$ cat src/insul_alarm_regs.vh
// constants of the insulation alarm settings and register bank
`ifndef INSUL_ALARM_REGS_VH
`define INSUL_ALARM_REGS_VH
// register map, printed register numbers
`define REG_RES        16'h0001
`define REG_CAP        16'h0002
`define REG_ALIM       16'h0005
`define REG_PLIM       16'h0006
`define REG_DELAY      16'h000A
`define REG_CODE       16'h000B
`define REG_STATUS     16'h000C
`define REG_TEST       16'h000D
`define REG_ACK        16'h000F
`define REG_ALIM_MIN   16'h0010
`define REG_ALIM_MAX   16'h0011
`define REG_ALIM_STEP  16'h0012
`define REG_PLIM_MIN   16'h0013
`define REG_PLIM_MAX   16'h0014
`define REG_PLIM_STEP  16'h0015
// function and exception codes
`define FC_READ        8'h03
`define FC_WRITE       8'h06
`define EXC_NONE       8'h00
`define EXC_FUNC       8'h01
`define EXC_ADDR       8'h02
`define EXC_VALUE      8'h03
`define BCAST_ADDR     8'h00
// limit ranges and reset values
`define LIM_MIN        16'h000A
`define LIM_MAX        16'h03E8
`define LIM_KNEE       16'h0064
`define STEP_FINE      16'h000A
`define STEP_COARSE    16'h0032
`define DEF_ALIM       16'h0064
`define DEF_PLIM       16'h01F4
`define DELAY_MAX      16'h003C
`define DEF_DELAY      16'h0000
`define DEF_CODE       16'h007B
`define CODE_MAX       16'h03E7
`define DEF_SLAVE      8'h01
`define SLAVE_MAX      8'hF7
`define DEF_AUTOACK    1'b0
`define CMD_GO         16'h0001
`define HYST_PCT       5
// status bit positions
`define ST_INS         0
`define ST_PRE         1
`define ST_TEST        2
`define ST_GND         4
`define ST_TBUSY       8
`define ST_CAL         9
// local setting selectors
`define SEL_ALIM       3'h0
`define SEL_PLIM       3'h1
`define SEL_AUTOACK    3'h2
`define SEL_DELAY      3'h3
`define SEL_SLAVE      3'h4
`define SEL_FACTORY    3'h5
`define SEL_CODE       3'h6
// timing
`define CLK_FREQ_HZ    100000000
`define BLINK_HALF_MS  250
`endif

$ cat src/alarm_latch.v
// one alarm channel: active flag with suppression and unacknowledged memory
`timescale 1ns/1ps
module alarm_latch (
  input  wire clk_i,
  input  wire srst_i,
  input  wire hold_i,
  input  wire set_i,
  input  wire clr_i,
  input  wire ack_i,
  input  wire auto_ack_i,
  output reg  active_o,
  output reg  old_o
);
  wire fall;

  // cause going inactive; with auto acknowledge it never becomes old
  assign fall = active_o & ~set_i & clr_i & ~hold_i;

  // set wins over clear so a fresh fault is lost only while hold is asserted
  always @(posedge clk_i) begin
    if (srst_i) begin
      active_o <= 1'b0;
      old_o    <= 1'b0;
    end else begin
      if (hold_i) begin
        active_o <= 1'b0;
      end else if (set_i) begin
        active_o <= 1'b1;
      end else if (clr_i) begin
        active_o <= 1'b0;
      end
      if (fall & ~auto_ack_i) begin
        old_o <= 1'b1;
      end else if (ack_i | auto_ack_i | (set_i & ~hold_i)) begin
        old_o <= 1'b0;
      end
    end
  end
endmodule // alarm_latch

$ cat src/insulation_alarm_settings_regs.v
// settings, alarm indication and remote register bank of the insulation monitor
`timescale 1ns/1ps
`include "insul_alarm_regs.vh"
module insulation_alarm_settings_regs #(
  parameter HALF_CYCLES = `CLK_FREQ_HZ / 1000 * `BLINK_HALF_MS
) (
  input  wire        CLK_SYS_I,
  input  wire        SRST_I,
  // measurement results, same clock
  input  wire        MEAS_VALID_I,
  input  wire [15:0] MEAS_RES_I,
  input  wire [15:0] MEAS_CAP_I,
  input  wire        CAL_BUSY_I,
  input  wire        SELFTEST_BUSY_I,
  input  wire        SELFTEST_FAIL_I,
  output reg         SELFTEST_START_O,
  // earth sense wires, high while connected, asynchronous pins
  input  wire        EARTH_SENSE_WIRE_A_I,
  input  wire        EARTH_SENSE_WIRE_B_I,
  // local panel, same clock
  input  wire        LOCAL_DIGIT_STB_I,
  input  wire [3:0]  LOCAL_DIGIT_I,
  input  wire        LOCAL_ENTER_I,
  input  wire        LOCAL_LOCK_I,
  input  wire        LOCAL_WR_I,
  input  wire [2:0]  LOCAL_SEL_I,
  input  wire [15:0] LOCAL_WDATA_I,
  input  wire        LOCAL_ACK_I,
  output reg         SETUP_UNLOCKED_O,
  output reg         LOCAL_WR_ERR_O,
  // modbus request from the frame layer
  input  wire        MB_REQ_I,
  input  wire [7:0]  MB_SLAVE_I,
  input  wire [7:0]  MB_FUNC_I,
  input  wire [15:0] MB_ADDR_I,
  input  wire [15:0] MB_WDATA_I,
  output reg         MB_ACK_O,
  output reg  [7:0]  MB_EXC_O,
  output reg  [15:0] MB_RDATA_O,
  output wire [7:0]  SLAVE_ADDR_O,
  output wire        AUTO_ACK_OPTION_O,
  // indicators, relays high = energised = healthy
  output reg         LED_ALARM_O,
  output reg         LED_STATUS_O,
  output reg         LED_WARN_O,
  output reg         MAIN_ALARM_RELAY_O,
  output reg         WARNING_RELAY_O
);
  reg  [15:0] res_q, cap_q;
  reg  [15:0] alarm_limit_setting_q, prealarm_limit_setting_q;
  reg  [15:0] power_on_alarm_holdoff_q, code_q;
  reg  [7:0]  slave_q;
  reg         auto_ack_option_q;
  reg         test_req_q, ack_req_q;
  reg  [11:0] entry_q;
  reg  [1:0]  digits_q;
  reg  [1:0]  sync_a_q, sync_b_q;
  reg  [31:0] half_cnt_q;
  reg         half_tick_q, blink_q, sec_tick_q;
  reg  [15:0] sec_cnt_q;
  reg         hold_q;
  reg         wr_ok, rd_ok;
  reg  [7:0]  exc;
  reg  [15:0] rdata;
  wire        addressed, gnd_fault, act_set, ack_all;
  wire [15:0] status;
  wire [15:0] astep;
  wire [31:0] a_hyst, p_hyst;
  wire        act_ins, act_pre, act_tst, act_gnd;
  wire        old_ins, old_pre, old_tst, old_gnd;

  // limit legality: range plus step grid that depends on the value
  function lim_ok;
    input [15:0] v;
    begin
      lim_ok = (v >= `LIM_MIN) && (v <= `LIM_MAX) &&
               ((v < `LIM_KNEE) ? (v % `STEP_FINE == 16'h0000) : (v % `STEP_COARSE == 16'h0000));
    end
  endfunction

  // earth wires are pins from outside, two flops before any use
  always @(posedge CLK_SYS_I) begin
    if (SRST_I) begin
      sync_a_q <= 2'b11;
      sync_b_q <= 2'b11;
    end else begin
      sync_a_q <= {sync_a_q[0], EARTH_SENSE_WIRE_A_I};
      sync_b_q <= {sync_b_q[0], EARTH_SENSE_WIRE_B_I};
    end
  end
  assign gnd_fault = ~sync_a_q[1] | ~sync_b_q[1];

  // quarter-second divider (250 ms) gives blink phase and the half-second tick on every second pulse
  always @(posedge CLK_SYS_I) begin
    if (SRST_I) begin
      half_cnt_q  <= 32'h00000000;
      half_tick_q <= 1'b0;
      blink_q     <= 1'b0;
      sec_tick_q  <= 1'b0;
    end else begin
      half_tick_q <= 1'b0;
      sec_tick_q  <= 1'b0;
      if (half_cnt_q == HALF_CYCLES - 1) begin
        half_cnt_q  <= 32'h00000000;
        half_tick_q <= 1'b1;
        blink_q     <= ~blink_q;
        sec_tick_q  <= blink_q;
      end else begin
        half_cnt_q <= half_cnt_q + 32'h00000001;
      end
    end
  end

  // start-up holdoff counts half-second ticks once after reset
  always @(posedge CLK_SYS_I) begin
    if (SRST_I) begin
      sec_cnt_q <= 16'h0000;
      hold_q    <= 1'b1;
    end else if (hold_q) begin
      if (sec_cnt_q >= power_on_alarm_holdoff_q) begin
        hold_q <= 1'b0;
      end else if (sec_tick_q) begin
        sec_cnt_q <= sec_cnt_q + 16'h0001;
      end
    end
  end

  // resistance and capacitance latched together
  always @(posedge CLK_SYS_I) begin
    if (SRST_I) begin
      res_q <= 16'hFFFF;
      cap_q <= 16'h0000;
    end else if (MEAS_VALID_I) begin
      res_q <= MEAS_RES_I;
      cap_q <= MEAS_CAP_I;
    end
  end

  // access code entry: last three digits compared on enter
  always @(posedge CLK_SYS_I) begin
    if (SRST_I) begin
      entry_q          <= 12'h000;
      digits_q         <= 2'h0;
      SETUP_UNLOCKED_O <= 1'b0;
    end else begin
      if (LOCAL_DIGIT_STB_I) begin
        entry_q <= {entry_q[7:0], LOCAL_DIGIT_I};
        if (digits_q != 2'h3) begin
          digits_q <= digits_q + 2'h1;
        end
      end
      if (LOCAL_LOCK_I) begin
        SETUP_UNLOCKED_O <= 1'b0;
      end else if (LOCAL_ENTER_I) begin
        SETUP_UNLOCKED_O <= (digits_q == 2'h3) &&
          (({12'h000, entry_q[11:8]} * 16'h0064 + {12'h000, entry_q[7:4]} * 16'h000A +
            {12'h000, entry_q[3:0]}) == code_q);
        digits_q <= 2'h0;
      end
    end
  end

  // request addressed to us; broadcast writes act without an answer
  assign addressed = MB_REQ_I && (MB_SLAVE_I == slave_q ||
                     (MB_SLAVE_I == `BCAST_ADDR && MB_FUNC_I == `FC_WRITE));

  // write legality and exception code
  always @* begin
    exc   = `EXC_NONE;
    wr_ok = 1'b0;
    rd_ok = 1'b0;
    if (MB_FUNC_I != `FC_READ && MB_FUNC_I != `FC_WRITE) begin
      exc = `EXC_FUNC;
    end else if (MB_FUNC_I == `FC_READ) begin
      if (MB_ADDR_I == `REG_RES || MB_ADDR_I == `REG_CAP || MB_ADDR_I == `REG_ALIM ||
          MB_ADDR_I == `REG_PLIM || MB_ADDR_I == `REG_DELAY || MB_ADDR_I == `REG_CODE ||
          MB_ADDR_I == `REG_STATUS || MB_ADDR_I == `REG_TEST || MB_ADDR_I == `REG_ACK ||
          (MB_ADDR_I >= `REG_ALIM_MIN && MB_ADDR_I <= `REG_PLIM_STEP)) begin
        rd_ok = 1'b1;
      end else begin
        exc = `EXC_ADDR;
      end
    end else if (MB_ADDR_I == `REG_ALIM) begin
      wr_ok = lim_ok(MB_WDATA_I) && MB_WDATA_I <= prealarm_limit_setting_q;
      exc   = wr_ok ? `EXC_NONE : `EXC_VALUE;
    end else if (MB_ADDR_I == `REG_PLIM) begin
      wr_ok = lim_ok(MB_WDATA_I) && MB_WDATA_I >= alarm_limit_setting_q;
      exc   = wr_ok ? `EXC_NONE : `EXC_VALUE;
    end else if (MB_ADDR_I == `REG_DELAY) begin
      wr_ok = MB_WDATA_I <= `DELAY_MAX;
      exc   = wr_ok ? `EXC_NONE : `EXC_VALUE;
    end else if (MB_ADDR_I == `REG_TEST || MB_ADDR_I == `REG_ACK) begin
      wr_ok = 1'b1;
    end else begin
      exc = `EXC_ADDR;
    end
  end

  assign astep = (alarm_limit_setting_q >= `LIM_KNEE) ? `STEP_COARSE : `STEP_FINE;

  // read data mux
  always @* begin
    rdata = 16'h0000;
    if (MB_ADDR_I == `REG_RES) begin
      rdata = res_q;
    end else if (MB_ADDR_I == `REG_CAP) begin
      rdata = cap_q;
    end else if (MB_ADDR_I == `REG_ALIM) begin
      rdata = alarm_limit_setting_q;
    end else if (MB_ADDR_I == `REG_PLIM) begin
      rdata = prealarm_limit_setting_q;
    end else if (MB_ADDR_I == `REG_DELAY) begin
      rdata = power_on_alarm_holdoff_q;
    end else if (MB_ADDR_I == `REG_CODE) begin
      rdata = code_q;
    end else if (MB_ADDR_I == `REG_STATUS) begin
      rdata = status;
    end else if (MB_ADDR_I == `REG_TEST) begin
      rdata = {15'h0000, test_req_q};
    end else if (MB_ADDR_I == `REG_ACK) begin
      rdata = {15'h0000, ack_req_q};
    end else if (MB_ADDR_I == `REG_ALIM_MIN || MB_ADDR_I == `REG_PLIM_MIN) begin
      rdata = `LIM_MIN;
    end else if (MB_ADDR_I == `REG_ALIM_MAX || MB_ADDR_I == `REG_PLIM_MAX) begin
      rdata = `LIM_MAX;
    end else if (MB_ADDR_I == `REG_ALIM_STEP || MB_ADDR_I == `REG_PLIM_STEP) begin
      rdata = astep;
    end
  end

  // answer one cycle after the request; foreign addresses get none
  always @(posedge CLK_SYS_I) begin
    if (SRST_I) begin
      MB_ACK_O   <= 1'b0;
      MB_EXC_O   <= `EXC_NONE;
      MB_RDATA_O <= 16'h0000;
    end else begin
      MB_ACK_O <= addressed && MB_SLAVE_I != `BCAST_ADDR;
      if (addressed) begin
        MB_EXC_O   <= exc;
        MB_RDATA_O <= (rd_ok ? rdata : (wr_ok ? MB_WDATA_I : 16'h0000));
      end
    end
  end

  // stored settings: remote writes, local writes when unlocked, factory restore
  always @(posedge CLK_SYS_I) begin
    if (SRST_I) begin
      alarm_limit_setting_q    <= `DEF_ALIM;
      prealarm_limit_setting_q <= `DEF_PLIM;
      power_on_alarm_holdoff_q <= `DEF_DELAY;
      code_q                   <= `DEF_CODE;
      slave_q                  <= `DEF_SLAVE;
      auto_ack_option_q        <= `DEF_AUTOACK;
      LOCAL_WR_ERR_O           <= 1'b0;
    end else begin
      LOCAL_WR_ERR_O <= 1'b0;
      if (addressed && wr_ok && MB_ADDR_I == `REG_ALIM) begin
        alarm_limit_setting_q <= MB_WDATA_I;
      end
      if (addressed && wr_ok && MB_ADDR_I == `REG_PLIM) begin
        prealarm_limit_setting_q <= MB_WDATA_I;
      end
      if (addressed && wr_ok && MB_ADDR_I == `REG_DELAY) begin
        power_on_alarm_holdoff_q <= MB_WDATA_I;
      end
      // panel edits are refused with an error in any cycle that carries an addressed remote request, whatever the setting
      if (LOCAL_WR_I && SETUP_UNLOCKED_O && !addressed) begin
        if (LOCAL_SEL_I == `SEL_ALIM && lim_ok(LOCAL_WDATA_I) &&
            LOCAL_WDATA_I <= prealarm_limit_setting_q) begin
          alarm_limit_setting_q <= LOCAL_WDATA_I;
        end else if (LOCAL_SEL_I == `SEL_PLIM && lim_ok(LOCAL_WDATA_I) &&
                     LOCAL_WDATA_I >= alarm_limit_setting_q) begin
          prealarm_limit_setting_q <= LOCAL_WDATA_I;
        end else if (LOCAL_SEL_I == `SEL_AUTOACK) begin
          auto_ack_option_q <= LOCAL_WDATA_I[0];
        end else if (LOCAL_SEL_I == `SEL_DELAY && LOCAL_WDATA_I <= `DELAY_MAX) begin
          power_on_alarm_holdoff_q <= LOCAL_WDATA_I;
        end else if (LOCAL_SEL_I == `SEL_SLAVE && LOCAL_WDATA_I[15:8] == 8'h00 &&
                     LOCAL_WDATA_I[7:0] != `BCAST_ADDR && LOCAL_WDATA_I[7:0] <= `SLAVE_MAX) begin
          slave_q <= LOCAL_WDATA_I[7:0];
        end else if (LOCAL_SEL_I == `SEL_CODE && LOCAL_WDATA_I <= `CODE_MAX) begin
          code_q <= LOCAL_WDATA_I;
        end else if (LOCAL_SEL_I == `SEL_FACTORY) begin
          alarm_limit_setting_q    <= `DEF_ALIM;
          prealarm_limit_setting_q <= `DEF_PLIM;
          power_on_alarm_holdoff_q <= `DEF_DELAY;
          code_q                   <= `DEF_CODE;
          slave_q                  <= `DEF_SLAVE;
          auto_ack_option_q        <= `DEF_AUTOACK;
        end else begin
          LOCAL_WR_ERR_O <= 1'b1;
        end
      end else if (LOCAL_WR_I) begin
        LOCAL_WR_ERR_O <= 1'b1;
      end
    end
  end
  assign SLAVE_ADDR_O      = slave_q;
  assign AUTO_ACK_OPTION_O = auto_ack_option_q;

  // command registers hold the request one cycle, then self-clear
  always @(posedge CLK_SYS_I) begin
    if (SRST_I) begin
      test_req_q       <= 1'b0;
      ack_req_q        <= 1'b0;
      SELFTEST_START_O <= 1'b0;
    end else begin
      SELFTEST_START_O <= test_req_q;
      test_req_q <= addressed && wr_ok && MB_ADDR_I == `REG_TEST && MB_WDATA_I == `CMD_GO;
      ack_req_q  <= addressed && wr_ok && MB_ADDR_I == `REG_ACK && MB_WDATA_I == `CMD_GO;
    end
  end
  assign ack_all = ack_req_q | LOCAL_ACK_I;

  // hysteresis: clear only 5 percent past the limit on the safe side
  assign a_hyst = {16'h0000, alarm_limit_setting_q} + {16'h0000, alarm_limit_setting_q} * `HYST_PCT / 100;
  assign p_hyst = {16'h0000, prealarm_limit_setting_q} + {16'h0000, prealarm_limit_setting_q} * `HYST_PCT / 100;
  // calibration freezes both measured channels; test failure or open earth wire forces the insulation alarm and blocks its clear
  assign act_set = act_tst | act_gnd;

  alarm_latch u_ins (
    .clk_i      (CLK_SYS_I),
    .srst_i     (SRST_I),
    .hold_i     (hold_q),
    .set_i      ((res_q < alarm_limit_setting_q && !CAL_BUSY_I) || act_set),
    .clr_i      ({16'h0000, res_q} >= a_hyst && !CAL_BUSY_I && !act_set),
    .ack_i      (ack_all),
    .auto_ack_i (auto_ack_option_q),
    .active_o   (act_ins),
    .old_o      (old_ins)
  );
  alarm_latch u_pre (
    .clk_i      (CLK_SYS_I),
    .srst_i     (SRST_I),
    .hold_i     (hold_q),
    .set_i      (res_q < prealarm_limit_setting_q && !CAL_BUSY_I),
    .clr_i      ({16'h0000, res_q} >= p_hyst && !CAL_BUSY_I),
    .ack_i      (ack_all),
    .auto_ack_i (auto_ack_option_q),
    .active_o   (act_pre),
    .old_o      (old_pre)
  );
  alarm_latch u_tst (
    .clk_i      (CLK_SYS_I),
    .srst_i     (SRST_I),
    .hold_i     (hold_q),
    .set_i      (SELFTEST_FAIL_I),
    .clr_i      (~SELFTEST_FAIL_I),
    .ack_i      (ack_all),
    .auto_ack_i (auto_ack_option_q),
    .active_o   (act_tst),
    .old_o      (old_tst)
  );
  alarm_latch u_gnd (
    .clk_i      (CLK_SYS_I),
    .srst_i     (SRST_I),
    .hold_i     (hold_q),
    .set_i      (gnd_fault),
    .clr_i      (~gnd_fault),
    .ack_i      (ack_all),
    .auto_ack_i (auto_ack_option_q),
    .active_o   (act_gnd),
    .old_o      (old_gnd)
  );

  // status register mirrors live causes
  assign status = {6'h00, CAL_BUSY_I, SELFTEST_BUSY_I, 3'h0, act_gnd, 1'b0, act_tst, act_pre, act_ins};

  // indicators blink while active, steady when old; relays drop out on alarm
  always @(posedge CLK_SYS_I) begin
    if (SRST_I) begin
      LED_ALARM_O        <= 1'b0;
      LED_STATUS_O       <= 1'b0;
      LED_WARN_O         <= 1'b0;
      MAIN_ALARM_RELAY_O <= 1'b0;
      WARNING_RELAY_O    <= 1'b0;
    end else begin
      LED_ALARM_O  <= (act_ins | act_tst | act_gnd) ? blink_q : (old_ins | old_tst | old_gnd);
      LED_STATUS_O <= (act_tst | act_gnd) ? blink_q : (old_tst | old_gnd);
      LED_WARN_O   <= act_pre ? blink_q : old_pre;
      // energised only while healthy, so a dead supply reads as alarm
      MAIN_ALARM_RELAY_O <= ~(act_ins | act_tst | act_gnd);
      WARNING_RELAY_O    <= ~act_pre;
    end
  end
endmodule // insulation_alarm_settings_regs

$ cat config.mk
export PLATFORM = sky130hd
export DESIGN_NAME = insulation_alarm_settings_regs
export DESIGN_NICKNAME = d
export VERILOG_FILES = /design/src/alarm_latch.v /design/src/insulation_alarm_settings_regs.v
export VERILOG_INCLUDE_DIRS = /design/src
export SDC_FILE = /design/constraint.sdc
export NUM_CORES = 1
export LEC_CHECK = 0
export ABC_AREA = 1
export BUFFER_PORTS_ARGS = -buffer_cell sky130_fd_sc_hd__buf_2
export CORE_MARGIN = 2
export CORE_UTILIZATION = 30
export CTS_BUF_LIST = sky130_fd_sc_hd__clkbuf_8
export CTS_CLUSTER_SIZE = 10
export DETAILED_ROUTE_END_ITERATION = 7
export PLACE_DENSITY = 0.59
export SETUP_SLACK_MARGIN = 0.05
export SYNTH_ARGS = -nofsm -noshare
export SYNTH_HDL_FRONTEND = slang
export SYNTH_SLANG_ARGS = --single-unit
$ cat constraint.sdc
create_clock -name CLK_SYS_I -period 10.5 [get_ports CLK_SYS_I]
set_clock_uncertainty 0.15 [all_clocks]
set_input_delay 2.1 -clock CLK_SYS_I [delete_from_list [all_inputs] [get_ports CLK_SYS_I]]
set_output_delay 2.1 -clock CLK_SYS_I [all_outputs]
set_load 0.1 [all_outputs]
==> summary.txt, run 1 <==
status = finished with violations
failing checks = negative setup slack
die area = 0.0914 mm2
NetSw = 0.00353 W
Overflow after GRT = 0
unique cell type count in the Yosys netlist = 84
RePlAce Congestion = 0.971
Worst-Skew Late Latency = 0.65 ns
combinational fraction of design power = 73.4%
Max Fclk = 93.3 MHz
drc violations = 0
Pre-Repair DR Iteration Count = 6
Final ANT Viol Nets = 0
Synth top cells by count = nand2_1, inv_1, nand3_1, nor2_1, a21oi_1
critical path arrival = 11.13 ns
CP Launch Type = flip-flop
Worst-Margin Slew = 0.978 ns
FF+latch count, synth = 211
Synth warnings = 0
hold buffers post-CTS = 0
most used cell, CP = nand2_4
first-pass GRT wire length = 142000 um
initial antenna violation count = 12
CTS H-Tree Depth = 2
max incr delay on CP = 0.37 ns
area grow syn2layout = 23.7%
clock buffer depth = 3
worst path required time = 10.90 ns
max_cap viols = 0
Clock Pin Slew Worst Setup and Hold Paths = 0.08 ns
worst-path fanout max = 7
Final setup viols = 4
critical path endpoint category = flip-flop
RSZ-0062 raised after global routing = yes
IO Count = 159
Max rail drop VDD = 369 uV
switching part of the total = 55.6%
Cell Area, Synth = 0.0267 mm2
CTS tree = built
Slowest-stage cell, CP = dfxtp_4
root buffer cell = clkbuf_8
vias = 29300
most common cell in the synthesized netlist = nand2_1
cell internal pwr = 0.00282 W
Via-to-Cell Ratio = 5.03
worst setup margin = -0.223 ns
fraction of power consumed by sequential logic = 13.1%
fin crit share = 102%
Clk network pwr share = 13.4%
Inserted Clock Buffers = 40
First DRT Iteration DRCs = 2337
Post-layout nets = 5017
clock sinks = 211
DP Wirelength = 71700 um
worst relative slew slack = 34.3%
HP Class = reg -> reg
Crit Path Category = reg -> reg
num rows = 109
Synth area leaders = dfxtp_1, nand2_1, ha_1, inv_1, nand3_1
die width = 302 um
fin crit period = 10.72 ns
gr usage total = 19.3%
endpoints failing hold = 0
Placed Cells incl. Taps = 5676
routed wire length = 92000 um
initial core utilization = 30.2%
Primary FF master, synth = dfxtp_1
share of layout cells above drive strength 1 = 24.9%
fraction of registers with async set/reset = 0%
Syn Inst Count = 4225
Routed WL per cell = 15.8 um
Seq/Total Area, Yosys = 15.8%
largest net degree at the start of global routing = 57
biggest area consumer among synthesized cells = dfxtp_1
Yosys top cell area share = 15.8%
final core utilization = 37.4%
Lkg Pwr = 16.4 nW
pwr dens = 193 mW/mm2
Synth Area per Inst = 6.32 um2
vias in the first global route = 26600
Vert. Die Dim = 302 um
CORE AREA = 0.0882 mm2
final count of pins violating max slew = 0
Post-synth EDFFs = 0
Layout Cells excl Fill = 5834
PortBufs = 152
## flip-flops by register name (all words and copies together) (netlist names), 2 cells and up
signal                    count
half_cnt_q                   32
MB_RDATA_O                   16
alarm_limit_setting_q        16
cap_q                        16
code_q                       16
power_on_alarm_holdoff_q     16
prealarm_limit_setting_q     16
res_q                        16
sec_cnt_q                    16
entry_q                      12
SLAVE_ADDR_O                  8
MB_EXC_O                      2
digits_q                      2
sync_a_q                      2
sync_b_q                      2
## power groups by stage
stage / sequential [W] / combinational (W) / clock (W)
6_report: 0.000835 / 0.00467 / 0.000853
5_1_grt: 0.000836 / 0.00536 / 0.000898
4_1_cts: 0.000835 / 0.00465 / 0.000868
3_5_place_dp: 0.000853 / 0.00464 / 0
3_3_place_gp: 0.000853 / 0.00457 / 0
2_1_floorplan: 0.000854 / 0.00392 / 0
## kinds of logic after synthesis
family / after synthesis / synth area share, %
other cells: 1 / 0.0140
xor+xnor: 100 / 3.37
flops: 211 / 15.8
simple gates: 2258 / 41.8
compound gates: 687 / 15.2
fa+ha+maj: 268 / 12.8
buf+inv: 700 / 11.0
## metrics by stage
step	setup slack [ns]	total power, W	TNS (ns)	hold WS [ns]	area (um2)
final	-0.223	0.00636	-0.503	0.263	33000
after global routing	-0.977	0.00710	-3.59	0.290	33000
after CTS	-0.0288	0.00636	-0.0567	0.270	31600
after detailed placement	-0.631	0.00549	-1.83	0.251	29900
after global placement	-0.615	0.00542	-1.34	0.251	29900
after floorplan	0.501	0.00477	0	0.239	26700
## per-layer routing
metal  global-route usage [%]  vias to the layer above  part of all wire, %
li1                         -                    14900                    -
met1                     26.5                    13400                   46
met2                     31.2                      828                   44
met3                     3.13                      148                  7.0
met4                     5.14                       12                  2.6
met5                        0                        -                0.079
## worst max-delay path, delay by kind of cell, from the launching register on
family / cells / cell delay (ns)
XOR/XNOR: 1 / 0.15
AO/OA/AOI/OAI: 16 / 2.14
buffers and inverters: 6 / 0.53
flip-flops: 1 / 0.37
AND/OR/NAND/NOR: 59 / 5.98
adder cells (fa/ha/maj): 5 / 1.34
## what timing repair did
item,CTS,global route
pin swaps,91,170
buffers inserted,30,49
setup endpoints to repair,4,4
gates resized for setup,162,225
## cells in the final DEF, fill, tap and decap left out, types with 9 or more instances in the layout
cell type  synthesis  final
nor3_1            63     60
a31oi_1           13     12
ha_1             259    235
o21ai_2            8     16
o21ai_0          187    166
nor2_2            24     22
xor2_1            77     75
nand4_4            3     13
inv_1            559    559
nand3_2           46     68
a21o_1            14     14
nor2_4            20     36
nand2_1          976    903
nand4_1          111    111
nand3_4            3     14
o221ai_1          16     15
buf_2             12    151
o211ai_1          36     36
dfxtp_1          211    193
inv_2             31     43
a21oi_2            7     22
dfxtp_2            0     13
nand2_2          190    189
o21bai_1          21     19
nor2_1           309    295
nand3_1          376    343
clkinv_1          16     15
nor4_1            28     28
clkbuf_8          15     52
a21oi_1          264    245
a211oi_1          16     16
o21ai_1           28     40
o22ai_1           11     11
nand3b_1          10     10
ha_4               0     21
nand2_8            0      9
buf_4             11    292
xnor2_1           21     21
nand2_4           56    121
## path summary, 6_finish.rpt
kind	from	cells past startpoint	slack, ns	endpoint
hold reg to reg	sync_a_q[0]	1	0.26	sync_a_q[1]
setup reg to reg	prealarm_limit_setting_q[3]	87	-0.22	u_pre.old_o
setup / recovery	prealarm_limit_setting_q[3]	87	-0.22	u_pre.old_o
hold / removal	sync_a_q[0]	1	0.26	sync_a_q[1]
## final cells by class
type | instances | area, um2
multi-input combinational | 3319 | 21100
inverter | 614 | 2350
sequential | 211 | 4260
clock inverter | 19 | 104
clock buffer | 52 | 716
timing repair buffer | 446 | 2990
fill | 9444 | 55200
antenna | 8 | 20.0
tap | 1165 | 1460
Note: power is estimated with default switching activity, not from simulation.
==> run 2, diff against run 1 <==
ABC_AREA = not set   (was 1)
==> run 2 against run 1 <==
Die area up 1.8%; wire length increased by 9.5%; cell count fell by 3.9%; sequential share of layout area decreased by 1.3 points; the run still ends with negative setup slack left; via count grew 5.5%; synthesized area increased by 1.8%; highest routed layer unchanged; final area rose by 11%; non-clock buffer count rose by 413.
==> summary.txt, run 2 <==
Synth area leaders = dfxtp_1, ha_1, a21oi_1, nor2_1, xnor2_1 (was dfxtp_1, nand2_1, ha_1, inv_1, nand3_1)
biggest area consumer among synthesized cells = dfxtp_1 (unchanged)
RSZ-0062 raised after global routing = yes (unchanged)
met1 Resource Use GR = 27.8% (was 26.5%)
Pre-Repair DR Iteration Count = 6 (unchanged)
TNS Setup = -8.17 ns (was -0.503 ns)
worst relative slew slack = 19.3% (was 34.3%)
CTS H-Tree Depth = 2 (unchanged)
GR peak layer = met2 (unchanged)
CORE AREA = 0.0899 mm2 (was 0.0882 mm2)
commonest non-fill, non-tap cell in the layout = buf_4 (was nand2_1)
critical path endpoint category = flip-flop (unchanged)
most common cell in the synthesized netlist = nor2_1 (was nand2_1)
DP Wirelength = 78400 um (was 71700 um)
final count of pins violating max slew = 0 (unchanged)
Seq/Total Area, Yosys = 15.5% (was 15.8%)
Clock Pin Slew Worst Setup and Hold Paths = 0.06 ns (was 0.08 ns)
FF+latch count, synth = 211 (unchanged)
PortBufs = 152 (unchanged)
RePlAce Congestion = 0.936 (was 0.971)
max_cap viols = 0 (unchanged)
largest net degree at the start of global routing = 69 (was 57)
die width = 305 um (was 302 um)
first-pass GRT wire length = 157000 um (was 142000 um)
unique cell type count in the Yosys netlist = 138 (was 84)
endpoints failing hold = 0 (unchanged)
Routed WL per cell = 18.0 um (was 15.8 um)
area grow syn2layout = 34.6% (was 23.7%)
initial antenna violation count = 8 (was 12)
Design Power = 0.00358 W (was 0.00636 W)
Cell Area, Synth = 0.0272 mm2 (was 0.0267 mm2)
root buffer cell = clkbuf_8 (unchanged)
CP Launch Type = flip-flop (unchanged)
Synth warnings = 0 (unchanged)
Post-synth EDFFs = 0 (unchanged)
Slowest-stage cell, CP = or4b_1 (was dfxtp_4)
Via-to-Cell Ratio = 5.52 (was 5.03)
max reg flops = 32 (unchanged)
IO Count = 159 (unchanged)
M3 GR Usage = 2.46% (was 3.13%)
Worst-Margin Slew = 1.21 ns (was 0.978 ns)
hold buffers post-CTS = 0 (unchanged)
most frequent cells in the layout = buf_4, nor2_1, nand2_1, ha_1, a21oi_1 (was nand2_1, inv_1, nand3_1, nor2_1, buf_4)
Max Fclk = 79.2 MHz (was 93.3 MHz)
HP Class = reg -> reg (unchanged)
fraction of registers with async set/reset = 0% (unchanged)
First DRT Iteration DRCs = 2533 (was 2337)
num rows = 110 (was 109)
Syn Inst Count = 3659 (was 4225)
pwr dens = 97.7 mW/mm2 (was 193 mW/mm2)
Synth Area per Inst = 7.43 um2 (was 6.32 um2)
clock buffer depth = 3 (unchanged)
share of layout cells above drive strength 1 = 29.9% (was 24.9%)
fin crit period = 12.63 ns (was 10.72 ns)
Synth top cells by count = nor2_1, nand2_1, ha_1, a21oi_1, dfxtp_1 (was nand2_1, inv_1, nand3_1, nor2_1, a21oi_1)
worst setup margin = -2.13 ns (was -0.223 ns)
worst path required time = 10.83 ns (was 10.90 ns)
vias = 30900 (was 29300)
Post-layout nets = 4784 (was 5017)
critical path arrival = 12.96 ns (was 11.13 ns)
routed wire length = 101000 um (was 92000 um)
Inserted Clock Buffers = 39 (was 40)
fin crit share = 120% (was 102%)
clock sinks = 211 (unchanged)
CTS tree = built (unchanged)
die area = 0.0930 mm2 (was 0.0914 mm2)
Worst-Skew Late Latency = 0.59 ns (was 0.65 ns)
pre-CTS setup slack = -2.44 ns (was -0.631 ns)
met2 Usage GRT = 33.6% (was 31.2%)
Overflow after GRT = 0 (unchanged)
drc violations = 0 (unchanged)
Final ANT Viol Nets = 0 (unchanged)
Max rail drop VDD = 149 uV (was 369 uV)
most used cell, CP = o21ai_2 (was nand2_4)
Crit Path Category = reg -> reg (unchanged)
Most flops, register = half_cnt_q (unchanged)
Vert. Die Dim = 305 um (was 302 um)
initial core utilization = 30.2% (about the same)
failing checks = negative setup slack (unchanged)
gr usage total = 20.5% (was 19.3%)
Lkg Pwr = 15.6 nW (was 16.4 nW)
Yosys top cell area share = 15.5% (was 15.8%)
Primary FF master, synth = dfxtp_1 (unchanged)
final core utilization = 40.7% (was 37.4%)
Final setup viols = 4 (unchanged)
status = finished with violations (unchanged)
worst-path fanout max = 4 (was 7)
vias in the first global route = 28700 (was 26600)
max incr delay on CP = 0.50 ns (was 0.37 ns)
[run 2: cell types whose count changed after synthesis, moves of 56 or more]
cell,before,now
xnor2_1,21,135
nand2_1,976,293
nand3_1,376,126
inv_1,559,153
nor2b_1,0,65
nand4_1,111,43
nand2_2,190,2
clkbuf_1,36,121
mux2i_1,0,100
nand2b_1,0,81
a31oi_1,13,73
nand2_4,56,0
[run 2: layout make-up]
class | instances | area [um2]
diodes | 3 | 7.51
clock buffers | 47 | 647
clock inverters | 20 | 201
repair buffers | 859 | 6170
inverters | 168 | 633
flip-flops and latches | 211 | 4250
fillers | 9191 | 53300
multi-input cells | 3120 | 23200
well taps | 1176 | 1470
[run 2: worst paths after layout]
| kind | start | end | slack [ns] | cells after the start |
|---|---|---|---|---|
| hold reg to reg | sync_a_q[0] | sync_a_q[1] | 0.26 | 1 |
| setup reg to reg | alarm_limit_setting_q[3] | u_ins.old_o | -2.13 | 63 |
| hold / removal | sync_a_q[0] | sync_a_q[1] | 0.26 | 1 |
| setup / recovery | alarm_limit_setting_q[3] | u_ins.old_o | -2.13 | 63 |
[run 2: logic make-up after synthesis]
| family | share of synthesized area [%] |
|---|---|
| simple gates | 24.4 |
| compound gates | 31.1 |
| buf+inv | 4.94 |
| fa+ha+maj | 12.8 |
| flops | 15.5 |
| xor+xnor | 6.30 |
| mux | 4.89 |
| other cells | 0.0138 |
[run 2: stage by stage]
| stage | area, um2 | cells | hold WS [ns] |
|---|---|---|---|
| final | 36600 | 5604 | 0.258 |
| after global routing | 36600 | 5603 | 0.269 |
| after CTS | 35700 | 5572 | 0.261 |
| after detailed placement | 33900 | 5459 | 0.248 |
| after global placement | 33900 | 5459 | 0.244 |
| after floorplan | 27600 | 3664 | 0.239 |
[run 2: layer usage]
metal  vias up  wire length, um  part of all wire (%)
li1      15200                -                     -
met3       188             5930                   5.9
met2      1017            45500                    45
met4         6             3340                   3.3
met1     14500            45900                    46
met5         -               36                 0.036
[run 2: repair_timing]
action                     4_1_cts  5_1_grt
gates resized for setup        102      139
pin swaps                       86      101
buffers inserted                46       30
gates cloned                     1        0
setup endpoints to repair        5       70
[run 2: critical path, delay by kind of cell, from the launching register on]
| family | cells | cell delay [ns] |
|---|---|---|
| buffers and inverters | 6 | 0.73 |
| XOR/XNOR | 2 | 0.28 |
| multiplexers | 2 | 0.62 |
| flip-flops | 1 | 0.36 |
| AND/OR/NAND/NOR | 18 | 3.71 |
| AO/OA/AOI/OAI | 29 | 4.97 |
| adder cells (fa/ha/maj) | 6 | 1.66 |
[run 2: power by group]
part	internal (W)	switching, W	total, W	leakage, nW
registers	0.000813	0.0000248	0.000838	1.72
clock network	0.000505	0.000380	0.000886	0.458
logic	0.000830	0.00102	0.00185	13.4
